==> src/rtl/uth_pkg.sv <==
// package: register map, field layout, timing counts and types of the tx path
package uth_pkg;

  // register offsets on the 3-bit host address
  localparam logic [2:0] UTH_OFF_HOLD = 3'h0; // tx holding / divisor low
  localparam logic [2:0] UTH_OFF_IEN = 3'h1; // irq enable / divisor high
  localparam logic [2:0] UTH_OFF_LCTL = 3'h3; // line control
  localparam logic [2:0] UTH_OFF_MCTL = 3'h4; // modem control (loop bit)
  localparam logic [2:0] UTH_OFF_LSTAT = 3'h5; // line status
  localparam logic [2:0] UTH_OFF_SCRATCH = 3'h7; // scratchpad

  // line control fields
  localparam int UTH_LC_WLEN_LO = 0; // word length select, 2 bits
  localparam int UTH_LC_STOP = 2; // extra stop bits
  localparam int UTH_LC_PEN = 3; // parity enable
  localparam int UTH_LC_EVEN = 4; // even parity select
  localparam int UTH_LC_STICK = 5; // stick parity
  localparam int UTH_LC_BREAK = 6; // force line low
  localparam int UTH_LC_DLAB = 7; // divisor latch access
  localparam int UTH_IE_TX_HOLDING_EMPTY = 1; // holding-empty irq enable bit
  localparam int UTH_MC_LOOP = 4; // loop diagnostic mode bit
  localparam int UTH_LS_TX_HOLDING_EMPTY = 5; // holding empty status bit
  localparam int UTH_LS_TEMT = 6; // transmitter empty status bit

  // reset values
  localparam logic [7:0] UTH_RST_BYTE = 8'h00; // all control registers
  localparam logic [15:0] UTH_RST_DIV = 16'h0000; // divisor, baud halted

  // timing counts in 16x baud ticks
  localparam logic [5:0] UTH_TICKS_BIT = 6'h10; // one serial bit
  localparam logic [5:0] UTH_TICKS_STOP15 = 6'h18; // one and a half stops
  localparam logic [5:0] UTH_TICKS_STOP2 = 6'h20; // two stop bits
  localparam logic [3:0] UTH_WLEN_BASE = 4'h5; // shortest word length

  // transmitter sequence, one-hot
  typedef enum logic [4:0] {
    UTH_ST_IDLE = 5'h01,
    UTH_ST_START = 5'h02,
    UTH_ST_DATA = 5'h04,
    UTH_ST_PARITY = 5'h08,
    UTH_ST_STOP = 5'h10
  } uth_tx_state_type;

  // one host register access
  typedef struct packed {
    logic wr; // write strobe, one cycle
    logic rd; // read strobe, one cycle
    logic [2:0] addr; // register offset
    logic [7:0] wdata; // write data
  } uth_host_req_type;

endpackage

==> src/rtl/uth_baud_gen.sv <==
// baud generator: 16-bit divider producing the 16x tick enable
`timescale 1ns/1ps
module uth_baud_gen (
  input wire logic clk, // system clock
  input wire logic reset, // synchronous, active high
  input wire logic load, // divisor byte written, reload now
  input wire logic [15:0] divisor, // divisor value to use
  output logic tick // one-cycle 16x baud enable
);
  import uth_pkg::*;

  logic [15:0] cnt_r; // down counter
  logic [15:0] cnt_nxt;
  logic tick_r; // registered tick
  logic tick_nxt;

  // next count: reload on write, else count down and wrap
  always_comb begin
    cnt_nxt = cnt_r;
    tick_nxt = 1'b0;
    if (load) begin
      cnt_nxt = divisor; // see RQ9
    end else if (divisor == UTH_RST_DIV) begin
      cnt_nxt = UTH_RST_DIV; // zero divisor halts the clock
    end else if (cnt_r <= 16'h0001) begin
      cnt_nxt = divisor;
      tick_nxt = 1'b1; // see RQ8
    end else begin
      cnt_nxt = cnt_r - 16'h0001;
    end
  end

  // register the counter
  always_ff @(posedge clk) begin
    if (reset) begin
      cnt_r <= UTH_RST_DIV;
      tick_r <= 1'b0;
    end else begin
      cnt_r <= cnt_nxt;
      tick_r <= tick_nxt;
    end
  end

  assign tick = tick_r;

  // reload takes the new divisor at once
  chk_div_reload: assert property (@(posedge clk) disable iff (reset) // see RQ9
    load |=> cnt_r == $past(divisor))
    else $error("baud counter not reloaded on divisor write");

endmodule

==> src/rtl/uth_tx_holding.sv <==
// transmit holding path, line control and scratchpad of one serial channel
`timescale 1ns/1ps
// Behaviour
// RQ1: scratchpad byte, readable, affects nothing else
// RQ2: transmitter timed only by baud ticks; leaving idle here does not wait for a tick
// RQ3: line control sets length, parity, stops
// RQ4: holding byte moves only when shifter idle
// RQ5: shifter sends character bit by bit
// RQ6: holding empty and enabled raises interrupt
// RQ7: loading a character clears the interrupt
// RQ8: sixteen baud ticks per serial bit
// RQ9: divisor byte write reloads baud counter
// RQ10: loop mode: output high, shifter to receiver
// RQ11: low start, lsb first, parity, high stops
module uth_tx_holding (
  input wire logic clk, // system clock, 250 MHz
  input wire logic reset, // synchronous, active high
  input wire uth_pkg::uth_host_req_type host_req, // register access
  output logic [7:0] rdata, // read data, registered
  output logic serial_out, // serial line, registered
  output logic loop_data, // shifter output to receiver in loop
  output logic baud_tick_clock, // 16x baud enable pulse
  output logic tx_empty_irq // holding-empty interrupt request
);
  import uth_pkg::*;

  // host-visible registers
  logic [7:0] scratchpad_r, scratchpad_nxt; // free byte for software
  logic [7:0] tx_holding_reg_r, tx_holding_reg_nxt; // waiting character
  logic tx_holding_empty_r, tx_holding_empty_nxt; // holding is empty
  logic [7:0] ien_r, ien_nxt; // interrupt enables
  logic [7:0] lctl_r, lctl_nxt; // line control
  logic [7:0] mctl_r, mctl_nxt; // modem control
  logic [15:0] div_r, div_nxt; // divisor latches
  logic [7:0] rdata_r, rdata_nxt; // read data
  logic div_load; // divisor byte written
  logic hold_wr; // character written to holding

  // transmitter state
  uth_tx_state_type state_r, state_nxt; // sequence state
  logic [7:0] shift_r, shift_nxt; // shift register
  logic [2:0] bit_idx_r, bit_idx_nxt; // data bits sent
  logic [5:0] tick_cnt_r, tick_cnt_nxt; // ticks within bit
  logic par_r, par_nxt; // parity bit of the character
  logic out_r, out_nxt; // serial line flop
  logic load_shift; // holding to shifter transfer
  logic line_bit; // bit on the line this cycle
  logic [3:0] wlen; // word length in bits
  logic [5:0] stop_len; // stop time in ticks

  // data bits masked to the word length
  function automatic logic [7:0] wmask(input logic [7:0] d,
                                       input logic [3:0] len);
    logic [7:0] m;
    m = 8'hff >> (4'h8 - len);
    return d & m;
  endfunction
  // write decode: request passed in so callers stay sensitive to it
  function automatic logic hit(input uth_host_req_type req,
                               input logic [2:0] off);
    return req.wr && req.addr == off;
  endfunction
  assign wlen = UTH_WLEN_BASE + {2'b00, lctl_r[UTH_LC_WLEN_LO+:2]};
  assign hold_wr = hit(host_req, UTH_OFF_HOLD) && !lctl_r[UTH_LC_DLAB];
  assign div_load = (hit(host_req, UTH_OFF_HOLD)
                    || hit(host_req, UTH_OFF_IEN)) && lctl_r[UTH_LC_DLAB];
  // stop time from line control, 1.5 only for 5-bit words
  always_comb begin
    if (!lctl_r[UTH_LC_STOP]) begin
      stop_len = UTH_TICKS_BIT; // see RQ3
    end else if (lctl_r[UTH_LC_WLEN_LO+:2] == 2'b00) begin
      stop_len = UTH_TICKS_STOP15;
    end else begin
      stop_len = UTH_TICKS_STOP2;
    end
  end

  // register writes and reads
  always_comb begin
    scratchpad_nxt = scratchpad_r;
    ien_nxt = ien_r;
    lctl_nxt = lctl_r;
    mctl_nxt = mctl_r;
    div_nxt = div_r;
    tx_holding_reg_nxt = tx_holding_reg_r;
    rdata_nxt = rdata_r;
    if (hit(host_req, UTH_OFF_SCRATCH)) begin
      scratchpad_nxt = host_req.wdata; // see RQ1
    end
    if (hit(host_req, UTH_OFF_LCTL)) begin
      lctl_nxt = host_req.wdata;
    end
    if (hit(host_req, UTH_OFF_MCTL)) begin
      mctl_nxt = host_req.wdata;
    end
    if (hold_wr) begin
      tx_holding_reg_nxt = host_req.wdata;
    end
    if (hit(host_req, UTH_OFF_IEN) && !lctl_r[UTH_LC_DLAB]) begin
      ien_nxt = host_req.wdata;
    end
    if (div_load && host_req.addr == UTH_OFF_HOLD) begin
      div_nxt[7:0] = host_req.wdata;
    end
    if (div_load && host_req.addr == UTH_OFF_IEN) begin
      div_nxt[15:8] = host_req.wdata;
    end
    if (host_req.rd) begin
      case (host_req.addr)
        UTH_OFF_HOLD: begin
          rdata_nxt = lctl_r[UTH_LC_DLAB] ? div_r[7:0] : UTH_RST_BYTE;
        end
        UTH_OFF_IEN: begin
          rdata_nxt = lctl_r[UTH_LC_DLAB] ? div_r[15:8] : ien_r;
        end
        UTH_OFF_LCTL: begin
          rdata_nxt = lctl_r;
        end
        UTH_OFF_MCTL: begin
          rdata_nxt = mctl_r;
        end
        UTH_OFF_LSTAT: begin
          rdata_nxt = UTH_RST_BYTE;
          rdata_nxt[UTH_LS_TX_HOLDING_EMPTY] = tx_holding_empty_r;
          rdata_nxt[UTH_LS_TEMT] = tx_holding_empty_r
                                   && state_r == UTH_ST_IDLE;
        end
        UTH_OFF_SCRATCH: begin
          rdata_nxt = scratchpad_r; // see RQ1
        end
        default: begin
          rdata_nxt = UTH_RST_BYTE; // unmapped reads zero
        end
      endcase
    end
  end

  // bit on the line for the current state
  always_comb begin
    case (state_r)
      UTH_ST_START: line_bit = 1'b0; // see RQ11
      UTH_ST_DATA: line_bit = shift_r[0]; // see RQ5
      UTH_ST_PARITY: line_bit = par_r;
      default: line_bit = 1'b1; // idle and stop are high
    endcase
  end

  // transmitter sequence, advanced only on baud ticks except when leaving idle
  always_comb begin
    state_nxt = state_r;
    shift_nxt = shift_r;
    bit_idx_nxt = bit_idx_r;
    tick_cnt_nxt = tick_cnt_r;
    par_nxt = par_r;
    load_shift = 1'b0;
    tx_holding_empty_nxt = tx_holding_empty_r;
    case (state_r)
      UTH_ST_IDLE: begin
        if (!tx_holding_empty_r) begin
          load_shift = 1'b1; // see RQ4
          shift_nxt = wmask(tx_holding_reg_r, wlen);
          par_nxt = lctl_r[UTH_LC_STICK] ? !lctl_r[UTH_LC_EVEN]
                  : (lctl_r[UTH_LC_EVEN] ? ^wmask(tx_holding_reg_r, wlen)
                  : ~^wmask(tx_holding_reg_r, wlen));
          tx_holding_empty_nxt = 1'b1;
          tick_cnt_nxt = 6'h00;
          bit_idx_nxt = 3'h0;
          state_nxt = UTH_ST_START;
        end
      end
      UTH_ST_START, UTH_ST_DATA, UTH_ST_PARITY: begin
        if (baud_tick_clock) begin // see RQ2
          tick_cnt_nxt = tick_cnt_r + 6'h01;
          if (tick_cnt_r == UTH_TICKS_BIT - 6'h01) begin // see RQ8
            tick_cnt_nxt = 6'h00;
            if (state_r == UTH_ST_START) begin
              state_nxt = UTH_ST_DATA;
            end else if (state_r == UTH_ST_PARITY) begin
              state_nxt = UTH_ST_STOP;
            end else begin
              shift_nxt = shift_r >> 1; // lsb first, see RQ5
              bit_idx_nxt = bit_idx_r + 3'h1;
              if ({1'b0, bit_idx_r} == wlen - 4'h1) begin
                state_nxt = lctl_r[UTH_LC_PEN] ? UTH_ST_PARITY
                          : UTH_ST_STOP; // see RQ3
              end
            end
          end
        end
      end
      UTH_ST_STOP: begin
        if (baud_tick_clock) begin
          tick_cnt_nxt = tick_cnt_r + 6'h01;
          if (tick_cnt_r == stop_len - 6'h01) begin
            tick_cnt_nxt = 6'h00;
            state_nxt = UTH_ST_IDLE;
          end
        end
      end
      default: begin
        state_nxt = UTH_ST_IDLE; // recover from a bad code
      end
    endcase
    if (hold_wr) begin
      tx_holding_empty_nxt = 1'b0; // new character wins, see RQ7
    end
    // loop forces the pin high, break forces it low
    out_nxt = mctl_r[UTH_MC_LOOP] ? 1'b1 // see RQ10
            : (lctl_r[UTH_LC_BREAK] ? 1'b0 : line_bit);
  end

  // register all state
  always_ff @(posedge clk) begin
    if (reset) begin
      scratchpad_r <= UTH_RST_BYTE;
      tx_holding_reg_r <= UTH_RST_BYTE;
      tx_holding_empty_r <= 1'b1;
      ien_r <= UTH_RST_BYTE;
      lctl_r <= UTH_RST_BYTE;
      mctl_r <= UTH_RST_BYTE;
      div_r <= UTH_RST_DIV;
      rdata_r <= UTH_RST_BYTE;
      state_r <= UTH_ST_IDLE;
      shift_r <= UTH_RST_BYTE;
      bit_idx_r <= 3'h0;
      tick_cnt_r <= 6'h00;
      par_r <= 1'b0;
      out_r <= 1'b1;
    end else begin
      scratchpad_r <= scratchpad_nxt;
      tx_holding_reg_r <= tx_holding_reg_nxt;
      tx_holding_empty_r <= tx_holding_empty_nxt;
      ien_r <= ien_nxt;
      lctl_r <= lctl_nxt;
      mctl_r <= mctl_nxt;
      div_r <= div_nxt;
      rdata_r <= rdata_nxt;
      state_r <= state_nxt;
      shift_r <= shift_nxt;
      bit_idx_r <= bit_idx_nxt;
      tick_cnt_r <= tick_cnt_nxt;
      par_r <= par_nxt;
      out_r <= out_nxt;
    end
  end

  // baud divider, reloaded with the new divisor including the byte being written
  uth_baud_gen u_baud (
    .clk(clk),
    .reset(reset),
    .load(div_load), // see RQ9
    .divisor(div_nxt),
    .tick(baud_tick_clock)
  );
  assign rdata = rdata_r;
  assign serial_out = out_r;
  assign loop_data = mctl_r[UTH_MC_LOOP] & line_bit; // see RQ10
  assign tx_empty_irq = tx_holding_empty_r && ien_r[UTH_IE_TX_HOLDING_EMPTY]; // see RQ6
  chk_scratch_readback: assert property (@(posedge clk) // see RQ1
    disable iff (reset) (hit(host_req, UTH_OFF_SCRATCH)
      ##1 (host_req.rd && !host_req.wr && host_req.addr == UTH_OFF_SCRATCH))
    |=> rdata == $past(host_req.wdata, 2))
    else $error("scratchpad did not read back");
  chk_moves_on_tick: assert property (@(posedge clk) // see RQ2
    disable iff (reset) ($changed(state_r) && $past(state_r) != UTH_ST_IDLE)
    |-> $past(baud_tick_clock))
    else $error("transmitter advanced without a baud tick");
  chk_parity_gate: assert property (@(posedge clk) // see RQ3
    disable iff (reset) $rose(state_r == UTH_ST_PARITY) |-> lctl_r[UTH_LC_PEN])
    else $error("parity sent while parity disabled");
  chk_load_idle: assert property (@(posedge clk) // see RQ4
    disable iff (reset) load_shift
    |-> state_r == UTH_ST_IDLE ##1 state_r == UTH_ST_START)
    else $error("holding moved while shifter busy");
  chk_start_low: assert property (@(posedge clk) // see RQ11
    disable iff (reset) (state_r == UTH_ST_START && !mctl_r[UTH_MC_LOOP]
      && !lctl_r[UTH_LC_BREAK]) |=> !serial_out)
    else $error("start bit not low");
  chk_irq_raise: assert property (@(posedge clk) // see RQ6
    disable iff (reset) (load_shift && ien_r[UTH_IE_TX_HOLDING_EMPTY] && !hold_wr
      && !hit(host_req, UTH_OFF_IEN)) |=> tx_empty_irq)
    else $error("empty interrupt missing after transfer");
  chk_irq_clear: assert property (@(posedge clk) // see RQ7
    disable iff (reset) hold_wr |=> !tx_empty_irq ##1 (state_r != UTH_ST_IDLE
      || !tx_holding_empty_r || hold_wr))
    else $error("interrupt not cleared by a loaded character");
  chk_sixteen_ticks: assert property (@(posedge clk) // see RQ8
    disable iff (reset) (state_r == UTH_ST_DATA && $changed(bit_idx_r))
    |-> $past(tick_cnt_r) == UTH_TICKS_BIT - 6'h01)
    else $error("data bit not sixteen ticks long");
  chk_loop_high: assert property (@(posedge clk) // see RQ10
    disable iff (reset) mctl_r[UTH_MC_LOOP] |=> serial_out)
    else $error("serial line not held high in loop");
  chk_stop_high: assert property (@(posedge clk) // see RQ11
    disable iff (reset) (state_r == UTH_ST_STOP && !mctl_r[UTH_MC_LOOP]
      && !lctl_r[UTH_LC_BREAK]) |=> serial_out)
    else $error("stop bit not high");
endmodule

==> config.mk <==
export PLATFORM = sky130hd
export DESIGN_NAME = uth_tx_holding
export DESIGN_NICKNAME = d
export VERILOG_FILES = /design/src/rtl/uth_pkg.sv /design/src/rtl/uth_baud_gen.sv /design/src/rtl/uth_tx_holding.sv
export SDC_FILE = /design/constraint.sdc
export NUM_CORES = 1
export LEC_CHECK = 0
export ABC_AREA = 1
export ABC_CLOCK_PERIOD_IN_PS = 4900
export BUFFER_PORTS_ARGS = -buffer_cell sky130_fd_sc_hd__buf_2
export CAP_MARGIN = 10
export CORE_MARGIN = 10
export CORE_UTILIZATION = 25
export DETAILED_ROUTE_END_ITERATION = 8
export PLACE_DENSITY = 0.36
export SLEW_MARGIN = 20
export SYNTH_ARGS = -nofsm -noshare
export SYNTH_HDL_FRONTEND = slang
export SYNTH_SLANG_ARGS = --single-unit
==> constraint.sdc <==
create_clock -name clk -period 4.9 [get_ports clk]
set_clock_uncertainty 0.05 [all_clocks]
set_input_delay 0.98 -clock clk [delete_from_list [all_inputs] [get_ports clk]]
set_output_delay 0.98 -clock clk [all_outputs]
set_load 0.02 [all_outputs]
### Word-level counts from Yosys, hierarchy flattened

Cells that the tools add are included.

| word-level totals | value |
|---|---|
| word-level logic and storage cells | 124 |
| register bits | 106 |
| bits of input ports | 15 |

| cells by class | value |
|---|---|
| $lt $le $gt $ge | 1 |
| reductions and logical operators | 30 |
| mux-type cells | 45 |
| bitwise gates (word level) | 3 |
| equality and inequality tests | 21 |
| shift-type cells | 1 |
| $add $sub $neg | 7 |

Operators by type and width:

| operator | count |
|---|---|
| $mux W8 | 9 |
| $mux W16 | 3 |
| $pmux W8 S6 | 1 |
| $mux W5 | 9 |
| $mux W6 | 7 |
| $pmux W6 S3 | 1 |
| $le A16 B1 Y1 const B | 1 |
| $logic_not A16 Y1 | 1 |
| $pmux W8 S2 | 1 |
| $sub A16 B1 Y16 const B | 1 |
| $mux W3 | 5 |
| $pmux W5 S3 | 1 |
| $logic_and A1 B1 Y1 | 12 |
| $reduce_and A6 Y1 | 2 |
| $ne A2 B2 Y1 const B | 5 |
| $eq A3 B3 Y1 const B | 3 |
| $and A8 B8 Y8 | 1 |
| $reduce_xnor A8 Y1 | 1 |
| $reduce_xor A8 Y1 | 1 |
| $shr A8 B4 Y8 const A | 1 |
| $add A6 B1 Y6 const B | 1 |
| $eq A6 B4 Y1 const B | 1 |
| $eq A6 B6 Y1 | 1 |
| $mux W1 | 6 |
| other kinds (29) | 33 |

### Logic depth before layout (Yosys ltp)

Gate-level depths: netlist of run 1.

| logic depth | value |
|---|---|
| depth in word-level cells | 9 |
| depth in mapped cells | 14 |
| mapped depth without buffers | 14 |

### By module

From an unflattened synthesis of run 1, not the netlist that was laid out.

| unflattened totals | value |
|---|---|
| cells, all modules | 834 |
| area, all modules | 5734.2 sq um |

Modules (own cells, without submodules):

| module | area each (sq um) | cells an instance | seq. area each (sq um) | times used |
|---|---|---|---|---|
| uth_tx_holding | 4458.0 | 645 | 1781.7 | 1 |
| uth_baud_gen | 1276.2 | 189 | 340.3 | 1 |

### Worst setup path after synthesis of run 1

Ideal clock, no wire load.

| timing | value |
|---|---|
| path kind | register -> output |
| from | register state_r[1] |
| to | output loop_data |
| data arrival time | 1.360 ns |
| cell stages (with the launch flop) | 8 |
| path slack | 2.510 ns |
| path through | dfxtp_1 -> nor2_1 -> nand4_1 -> nand3_2 -> buf_2 -> inv_1 -> a211oi_1 -> nor2_1 |

| on the way | value |
|---|---|
| cells in the longest elaborated chain, start to end | 3 |
| elaborated cells between the ends (all ways) | 5 |
| classes of those cells | eq/ne (3); mux (1); bitwise (1) |

RTL lines:

| item | RTL line | RTL |
|---|---|---|
| start, declared | uth_tx_holding.sv:40 | `uth_tx_state_type state_r, state_nxt;` |
| start signal, assigned | uth_tx_holding.sv:238 | `state_r <= state_nxt;` |
| $eq A5 B4 Y1, or another cell as far along | uth_tx_holding.sv:140 | `case (state_r)` |
| $pmux W1 S3 (*) | uth_tx_holding.sv:140 |  |
| $and A1 B1 Y1 (*) | uth_tx_holding.sv:257 | `assign loop_data = mctl_r[UTH_MC_LOOP] & line_bit;` |
| end, declared | uth_tx_holding.sv:21 | `output logic loop_data,` |

Mark *: on every way between the ends. The rest lies on a longest branch, timed or not.

### Worst setup path after layout of run 1

Same ends and word-level chain as after synthesis.

==> results of run 1 <==
==> worst max path at each step <==
stage / start / to / depth (start not counted)
3_5_place_dp: host_req[8] / u_baud.cnt_r[9] / 10
3_3_place_gp: reset / u_baud.cnt_r[4] / 10
2_1_floorplan: state_r[1] / loop_data / 7
5_1_grt: state_r[1] / loop_data / 7
4_1_cts: state_r[1] / loop_data / 7
6_report: state_r[1] / loop_data / 7
==> per-stage QoR <==
step | std cells | area, um2
6_report | 1113 | 6070
5_1_grt | 1113 | 6070
4_1_cts | 1113 | 6070
3_5_place_dp | 1097 | 5780
3_3_place_gp | 1097 | 5780
2_1_floorplan | 824 | 5440
==> synthesized netlist by cell type, types with 3 or more instances <==
library cell	n	area share, %
sky130_fd_sc_hd__a21oi_1	70	6.4
sky130_fd_sc_hd__a22o_1	3	0.48
sky130_fd_sc_hd__buf_2	5	0.46
sky130_fd_sc_hd__buf_6	3	0.62
sky130_fd_sc_hd__clkbuf_1	19	1.3
sky130_fd_sc_hd__dfxtp_1	106	39
sky130_fd_sc_hd__ha_1	7	1.6
sky130_fd_sc_hd__inv_1	127	8.8
sky130_fd_sc_hd__nand2_1	181	12
sky130_fd_sc_hd__nand3_1	44	4.0
sky130_fd_sc_hd__nand4_1	16	1.8
sky130_fd_sc_hd__nor2_1	94	6.5
sky130_fd_sc_hd__nor3_1	4	0.37
sky130_fd_sc_hd__o211ai_1	4	0.55
sky130_fd_sc_hd__o21ai_0	92	8.5
sky130_fd_sc_hd__o21ai_1	7	0.64
sky130_fd_sc_hd__o22ai_1	3	0.34
sky130_fd_sc_hd__xnor2_1	5	0.80
sky130_fd_sc_hd__xor2_1	7	1.1
==> cell families after synthesis <==
family	synth area share, %
compound gates	17.9
xor+xnor	1.93
fa+ha+maj	1.61
buf+inv	11.7
flops	39.0
simple gates	27.9
==> report_power, final <==
group	internal (mW)	leakage, nW	switching (mW)	total [mW]
Combinational	0.109	1.76	0.288	0.397
Clock	0.355	0.139	0.367	0.722
Sequential	0.914	0.860	0.0350	0.949
Total	1.38	2.76	0.690	2.07
==> sequential cells by signal, summed over array words and instances, names as in the netlist, 3 cells and up <==
name	flops
bit_idx_r	3
rdata	8
state_r	5
u_baud.cnt_r	16
scratchpad_r	8
tx_holding_reg_r	8
div_r	16
shift_r	8
mctl_r	8
tick_cnt_r	6
lctl_r	8
ien_r	8
==> tightest hold or removal path: cells and delay by family, from the launching register on <==
family	cells	cell delay, ns
DFF	1	0.31
AOI/OAI and AO/OA	1	0.05
and+or+nand+nor	1	0.06
==> layout make-up <==
class                           instances  area (um2)
Fill cell                            2391       15200
Multi-Input combinational cell        558        2690
Sequential cell                       106        2120
Inverter                              130         488
Tap cell                              275         344
Clock buffer                            9         225
Timing Repair Buffer                   28         145
Clock inverter                          7        58.8
==> per-layer routing <==
metal	GRT usage [%]	wire length, um
met1	17.7	9240
met2	18.2	7230
met3	1.62	459
met4	4.20	303
met5	0	0
==> results.txt, run 1 <==
----------------------------------------------------
[Run status]
  Result of the run ... finished clean

[Die]
  Die Height ... 168 um
  Total Die Area ... ~28000 um2
  Area inside the core boundary ... ~21000 um2
  Initial core utilization ... between 20% and 30%
  Number of I/O pins ... 27
  Die Wd ... 168 um
  Num rows ... 53

[Min path]
  Hold Path Depth ... 2
  End of the worst hold path ... rdata[1]
  Startpoint of the lowest-slack hold path ... rdata[1]
  Hold WC Path Type ... register to register

[Critical path]
  Critical path startpoint category ... register
  Worst reg-to-reg setup slack ... about 2.2 ns
  Start of the worst register-to-register path ... lctl_r[7]
  Category of cells accounting for the largest share of critical-path delay ... simple AND/OR/NAND/NOR gates
  CP Capture Type ... primary output
  CP required ... 3.87 ns
  Delay of the slowest cell on the worst path ... between 0.5 and 0.6 ns
  CP Cell Sequence ... nor2_1 > nand4_1 > nand3_2 > inv_1 > a211oi_1 > nor2_1 > buf_2
  Largest fanout on the critical path ... 22
  Critical Setup Path Class ... register to primary output
  Standard cell with the maximum stage delay on the critical path ... sky130_fd_sc_hd__a211oi_1
  Number of cells on the worst reg-to-reg path ... 8
  Most Frequent Cell on Critical Path ... sky130_fd_sc_hd__nor2_1
  Worst path arrival time ... about 2.4 ns
  Number of buffer and inverter stages on the critical path ... 2
  Worst R2R End ... u_baud.cnt_r[0]

[Timing]
  Worst slew margin relative to its limit ... 49.6%
  Least setup slack across all paths after layout ... ~1.5 ns
  Max Slew Vio Count ... 0
  Worst Tran Pin Value ... around 0.75 ns
  Final period utilization ... between 60% and 70%
  Post-Route Setup TNS ... 0 ns
  Worst Hold Margin ... about 0.41 ns
  Setup repair after global routing missed its margin ... no
  Total of endpoints with negative setup slack in the final report ... 0
  Fin crit period ... 3.39 ns
  Maximum clock frequency ... between 200 and 300 MHz
  Endpoints failing hold ... 0

[Synth]
  Prevailing post-synth register cell ... sky130_fd_sc_hd__dfxtp_1
  Portion of the post-synthesis area used by sequential elements ... 39.0%
  Cell area after technology mapping ... 5440 um2
  Yosys warning total ... 0
  Syn Inst Count ... 824
  Fraction of registers with async set/reset ... 0%
  Post-synthesis register bit count ... 106
  Mean cell area of the mapped netlist ... between 6 and 7 um2
  Number of library cell types mapped by synthesis ... 40
  Post-synth EDFFs ... 0
  Syn_nets ... 846

[Placed design]
  GP Congestion ... between 0.7 and 0.8
  Buffers added on ports ... 26
  Final HPWL from detailed placement ... 12800 um
  Pre-CTS worst setup slack ... 1.73 ns

[Drt]
  Overall routed net length ... 17200 um
  TritonRoute pass-1 iters ... 7
  Detailed-route wire length per cell ... between 15 and 20 um
  Vias per std cell ... 4.56
  Via Count ... roughly 5100
  Number of remaining DRC errors ... 0
  Post-route antenna net violation count ... 0
  Starting DRC count in detailed routing ... around 300

[Pwr]
  Total power after layout ... around 2.1 mW
  Worst supply voltage drop on vdd ... 0.139 mV
  LEAKAGE ... approximately 2.8 nW
  Total power divided by cell area ... roughly 340 nW/um2

[Clock network]
  Maximum level of the CTS H-tree ... 3
  Setup Fix Bufs, Post-CTS ... 0
  CTS tree ... done
  Number of buffers created by CTS ... 9
  Clk Latency, worst-skew pair ... 0.36 ns
  Resized cells post-CTS ... 0
  Maximum root-to-sink buffer count ... 2
  Clock net sink count ... roughly 110
  Master cell of the clock root buffer ... sky130_fd_sc_hd__clkbuf_16
  Total of hold buffers inserted after clock tree synthesis ... 0
  Clock slew at the register clock pins of the worst setup and hold paths ... approximately 0.08 ns

[Global route]
  Number of global-route vias before repair ... between 4000 and 5000
  Number of antenna violations at the first check in global routing ... 0
  Maximum number of pins on one net before global-route repair ... 55
  Overflow left after global routing ... 0
  Total global-route track usage ... between 10% and 20%
  Global-route wire length before repair ... roughly 28000 um

[Flow run]
  Count of maximum capacitance violations ... 0

[Final layout]
  Share of layout cells above drive strength 1 ... around 6.9%
  Leading cell types in the layout, fill and taps excluded ... sky130_fd_sc_hd__nand2_1 (181), sky130_fd_sc_hd__inv_1 (127), sky130_fd_sc_hd__dfxtp_1 (106), sky130_fd_sc_hd__nor2_1 (94), sky130_fd_sc_hd__o21ai_0 (92)
  Relative area change from synthesis to final layout ... 11.5%
  # diodes ... 0
  Post-layout util ... between 20% and 30%
  Total number of nets in the final design ... 855
  Most frequent standard cell in the layout excluding fill and tap cells ... sky130_fd_sc_hd__nand2_1

----------------------------------------------------
Note: power is estimated with default switching activity, not from simulation.
==> run 2, diff against run 1 <==
--- a/config.mk
+++ b/config.mk
@@ -5,8 +5,8 @@
 export SDC_FILE = /design/constraint.sdc
 export NUM_CORES = 1
 export LEC_CHECK = 0
-export ABC_AREA = 1
-export ABC_CLOCK_PERIOD_IN_PS = 4900
+export ABC_AREA = 0
+export ABC_CLOCK_PERIOD_IN_PS = 3500
 export BUFFER_PORTS_ARGS = -buffer_cell sky130_fd_sc_hd__buf_2
 export CAP_MARGIN = 10
 export CORE_MARGIN = 10
==> constraint.sdc (replaced) <==
create_clock -name clk -period 3.5 [get_ports clk]
set_clock_uncertainty 0.05 [all_clocks]
set_input_delay 0.7 -clock clk [delete_from_list [all_inputs] [get_ports clk]]
set_output_delay 0.7 -clock clk [all_outputs]
set_load 0.02 [all_outputs]
==> results.txt, run 2 <==
----------------------------------------------------
[Run status]
  Result of the run ... finished clean

[Final layout]
  Total number of nets in the final design ... roughly 650
  Filler cell count ... about 2300
  # diodes ... 0
  Count of non-filler cells in the finished layout ... a little over 900
  Most frequent standard cell in the layout excluding fill and tap cells ... sky130_fd_sc_hd__dfxtp_1
  Leading cell types in the layout, fill and taps excluded ... sky130_fd_sc_hd__dfxtp_1 (106), sky130_fd_sc_hd__nor2_1 (91), sky130_fd_sc_hd__nand2_1 (61), sky130_fd_sc_hd__mux2i_1 (51), sky130_fd_sc_hd__a21oi_1 (40)
  Relative area change from synthesis to final layout ... 12.2%
  Share of layout cells above drive strength 1 ... a little under an eighth
  Regs by FF count ... div_r: 16 flops, u_baud.cnt_r: 16 flops

[Timing]
  Maximum clock frequency ... ~350 MHz
  Total of endpoints with negative setup slack in the final report ... 0
  Worst Hold Margin ... just over 0.4 ns
  Worst slew margin relative to its limit ... 49.2%
  Final period utilization ... just over 80%
  Setup repair after global routing missed its margin ... no
  Worst Tran Pin Value ... between 0.7 and 0.8 ns
  Post-Route Setup TNS ... 0 ns
  Fin crit period ... between 2 and 3 ns
  Least setup slack across all paths after layout ... between 0.6 and 0.7 ns
  Max Slew Vio Count ... 0
  Endpoints failing hold ... 0

[Flow run]
  Count of maximum capacitance violations ... 0

[Synth]
  Cell area after technology mapping ... approximately 5300 um2
  Synth area leaders ... sky130_fd_sc_hd__dfxtp_1 (40%), sky130_fd_sc_hd__mux2i_1 (9.6%), sky130_fd_sc_hd__nor2_1 (6.4%)
  Combinational family with the most area after synthesis ... simple AND/OR/NAND/NOR gates
  Number of library cell types mapped by synthesis ... 63
  Cell accounting for the most synthesized area ... sky130_fd_sc_hd__dfxtp_1
  Synth Area in Adders ... under 10%
  Top-area cell type share of the netlist area ... 39.8%
  Syn Inst Count ... approximately 630
  Fraction of registers with async set/reset ... 0%
  Syn_nets ... about 650
  Post-synth EDFFs ... 0
  Mean cell area of the mapped netlist ... 8.49 um2
  Top cells by count, synth ... sky130_fd_sc_hd__dfxtp_1 (106), sky130_fd_sc_hd__nor2_1 (91), sky130_fd_sc_hd__nand2_1 (61)
  Prevailing post-synth register cell ... sky130_fd_sc_hd__dfxtp_1
  Leading cell type by number of instances after synthesis ... sky130_fd_sc_hd__dfxtp_1
  Yosys warning total ... 0
  Mux cell area share after synthesis ... between 10% and 20%
  Post-synthesis register bit count ... ~110
  Synth Area in Simple Gates ... 22.9%
  Synth Area in Compound Gates ... ~16%
  Xor/xnor cell area share of the yosys netlist ... between 4 and 5%
  Portion of the post-synthesis area used by sequential elements ... 39.8%

[Global route]
  Overflow left after global routing ... 0
  Total global-route track usage ... approximately 11%
  Global-route wire length before repair ... ~25000 um
  Number of antenna violations at the first check in global routing ... 0
  Maximum number of pins on one net before global-route repair ... 38
  Number of global-route vias before repair ... 4269

[Clock network]
  CTS tree ... done
  Setup Fix Bufs, Post-CTS ... 0
  Total of hold buffers inserted after clock tree synthesis ... 0
  Number of buffers created by CTS ... 9
  Maximum root-to-sink buffer count ... 2
  Clock net sink count ... 106
  Maximum level of the CTS H-tree ... 3
  Clock slew at the register clock pins of the worst setup and hold paths ... ~0.080 ns
  Clk Latency, worst-skew pair ... 0.36 ns
  Master cell of the clock root buffer ... sky130_fd_sc_hd__clkbuf_16
  Resized cells post-CTS ... 0

[Drt]
  Starting DRC count in detailed routing ... 280
  TritonRoute pass-1 iters ... 4
  Number of remaining DRC errors ... 0
  Vias per std cell ... slightly below 5
  Via Count ... ~4400
  Post-route antenna net violation count ... 0
  Detailed-route wire length per cell ... between 15 and 20 um
  Overall routed net length ... between 15000 and 20000 um

[Critical path]
  Delay of the slowest cell on the worst path ... between 0.5 and 0.6 ns
  Worst path arrival time ... 2.09 ns
  Number of buffer and inverter stages on the critical path ... 1
  Largest fanout on the critical path ... 10
  CP Cell Sequence ... xor2_1 > o211ai_2 > a21oi_1 > nor2b_1 > buf_2
  Critical Setup Path Class ... register to primary output
  Category of cells accounting for the largest share of critical-path delay ... compound AO/OA/AOI/OAI gates
  CP required ... 2.75 ns
  Critical path startpoint category ... register
  Standard cell with the maximum stage delay on the critical path ... sky130_fd_sc_hd__dfxtp_1
  CP Capture Type ... primary output

[Pwr]
  LEAKAGE ... 2.30 nW
  Total power divided by cell area ... between 400 and 500 nW/um2
  Worst supply voltage drop on vdd ... 0.253 mV

[Placed design]
  Final HPWL from detailed placement ... 11400 um
  Buffers added on ports ... 26
  Pre-CTS worst setup slack ... 0.411 ns
  Placed Cells incl. Taps ... 893
  GP Congestion ... 0.839

[Die]
  Initial core utilization ... roughly 25%
  Die Wd ... 166 um
  Total Die Area ... 27500 um2
  Die Height ... roughly 170 um
  Area inside the core boundary ... ~21000 um2
  Number of I/O pins ... 27
  Num rows ... 53

[Min path]
  Hold WC Path Type ... register to register

----------------------------------------------------
## run 2: changes by cell type in the layout (fill, tap and decap cells not counted), moves of 27 or more
| cell | change |
|---|---|
| sky130_fd_sc_hd__inv_1 | -117 |
| sky130_fd_sc_hd__o21ai_0 | -71 |
| sky130_fd_sc_hd__a21oi_1 | -30 |
| sky130_fd_sc_hd__nand2_1 | -120 |
| sky130_fd_sc_hd__mux2i_1 | +51 |
| sky130_fd_sc_hd__nand3_1 | -27 |
## run 2: cell type report
cell class | instances | area [um2] | share of cell area (%)
multi-input combinational | 466 | 2980 | 49.9
sequential | 106 | 2120 | 35.5
tap | 275 | 344 | 5.76
clock buffer | 9 | 225 | 3.77
timing repair buffer | 35 | 198 | 3.31
clock inverter | 7 | 63.8 | 1.07
inverter | 11 | 41.3 | 0.691
## run 2: through the flow
stage          power [mW]  area [um2]  utilization [%]
2_1_floorplan        1.37        5330                -
3_3_place_gp         1.43        5690             27.0
3_5_place_dp         1.43        5690             27.0
4_1_cts              2.46        5970             28.4
5_1_grt              2.51        5970             28.4
6_report             2.42        5970             28.4
## run 2: where the power goes
part / leakage [nW] / switching (mW) / internal [mW]
clock: 0.144 / 0.518 / 0.498
combinational: 1.29 / 0.113 / 0.0515
sequential: 0.856 / 0.0150 / 1.22
## run 2: final timing paths
| kind | startpoint | to | slack (ns) | cells after the start |
|---|---|---|---|---|
| hold / removal | rdata[0] | rdata[0] | 0.41 | 2 |
| setup reg to reg | lctl_r[0] | state_r[4] | 0.97 | 8 |
| setup / recovery | state_r[2] | loop_data | 0.66 | 5 |
| hold reg to reg | rdata[0] | rdata[0] | 0.41 | 2 |
## run 2: logic make-up (layout without fill, tap and decap cells)
group                      count (synthesis)  count (layout)
AOI/OAI and AO/OA                        124             124
xor gates and xnor gates                  30              30
adders and majority gates                  7               7
buffers and inverters                     55              62
DFF                                      106             106
muxes                                     54              54
and+or+nand+nor                          251             251
## run 2: routing by layer
metal	track usage, %	vias to the layer above	part of all wire [%]
li1	-	2209	-
met3	1.89	16	3.3
met1	14.9	2110	49
met2	18.1	74	46
met4	4.04	0	1.7
met5	0	-	0
## run 2: tightest hold or removal path: cells and delay by family, from the launching register on
kind	cells	cell delay [ns]
AO/OA/AOI/OAI	1	0.05
flip-flops	1	0.31
AND/OR/NAND/NOR	1	0.05
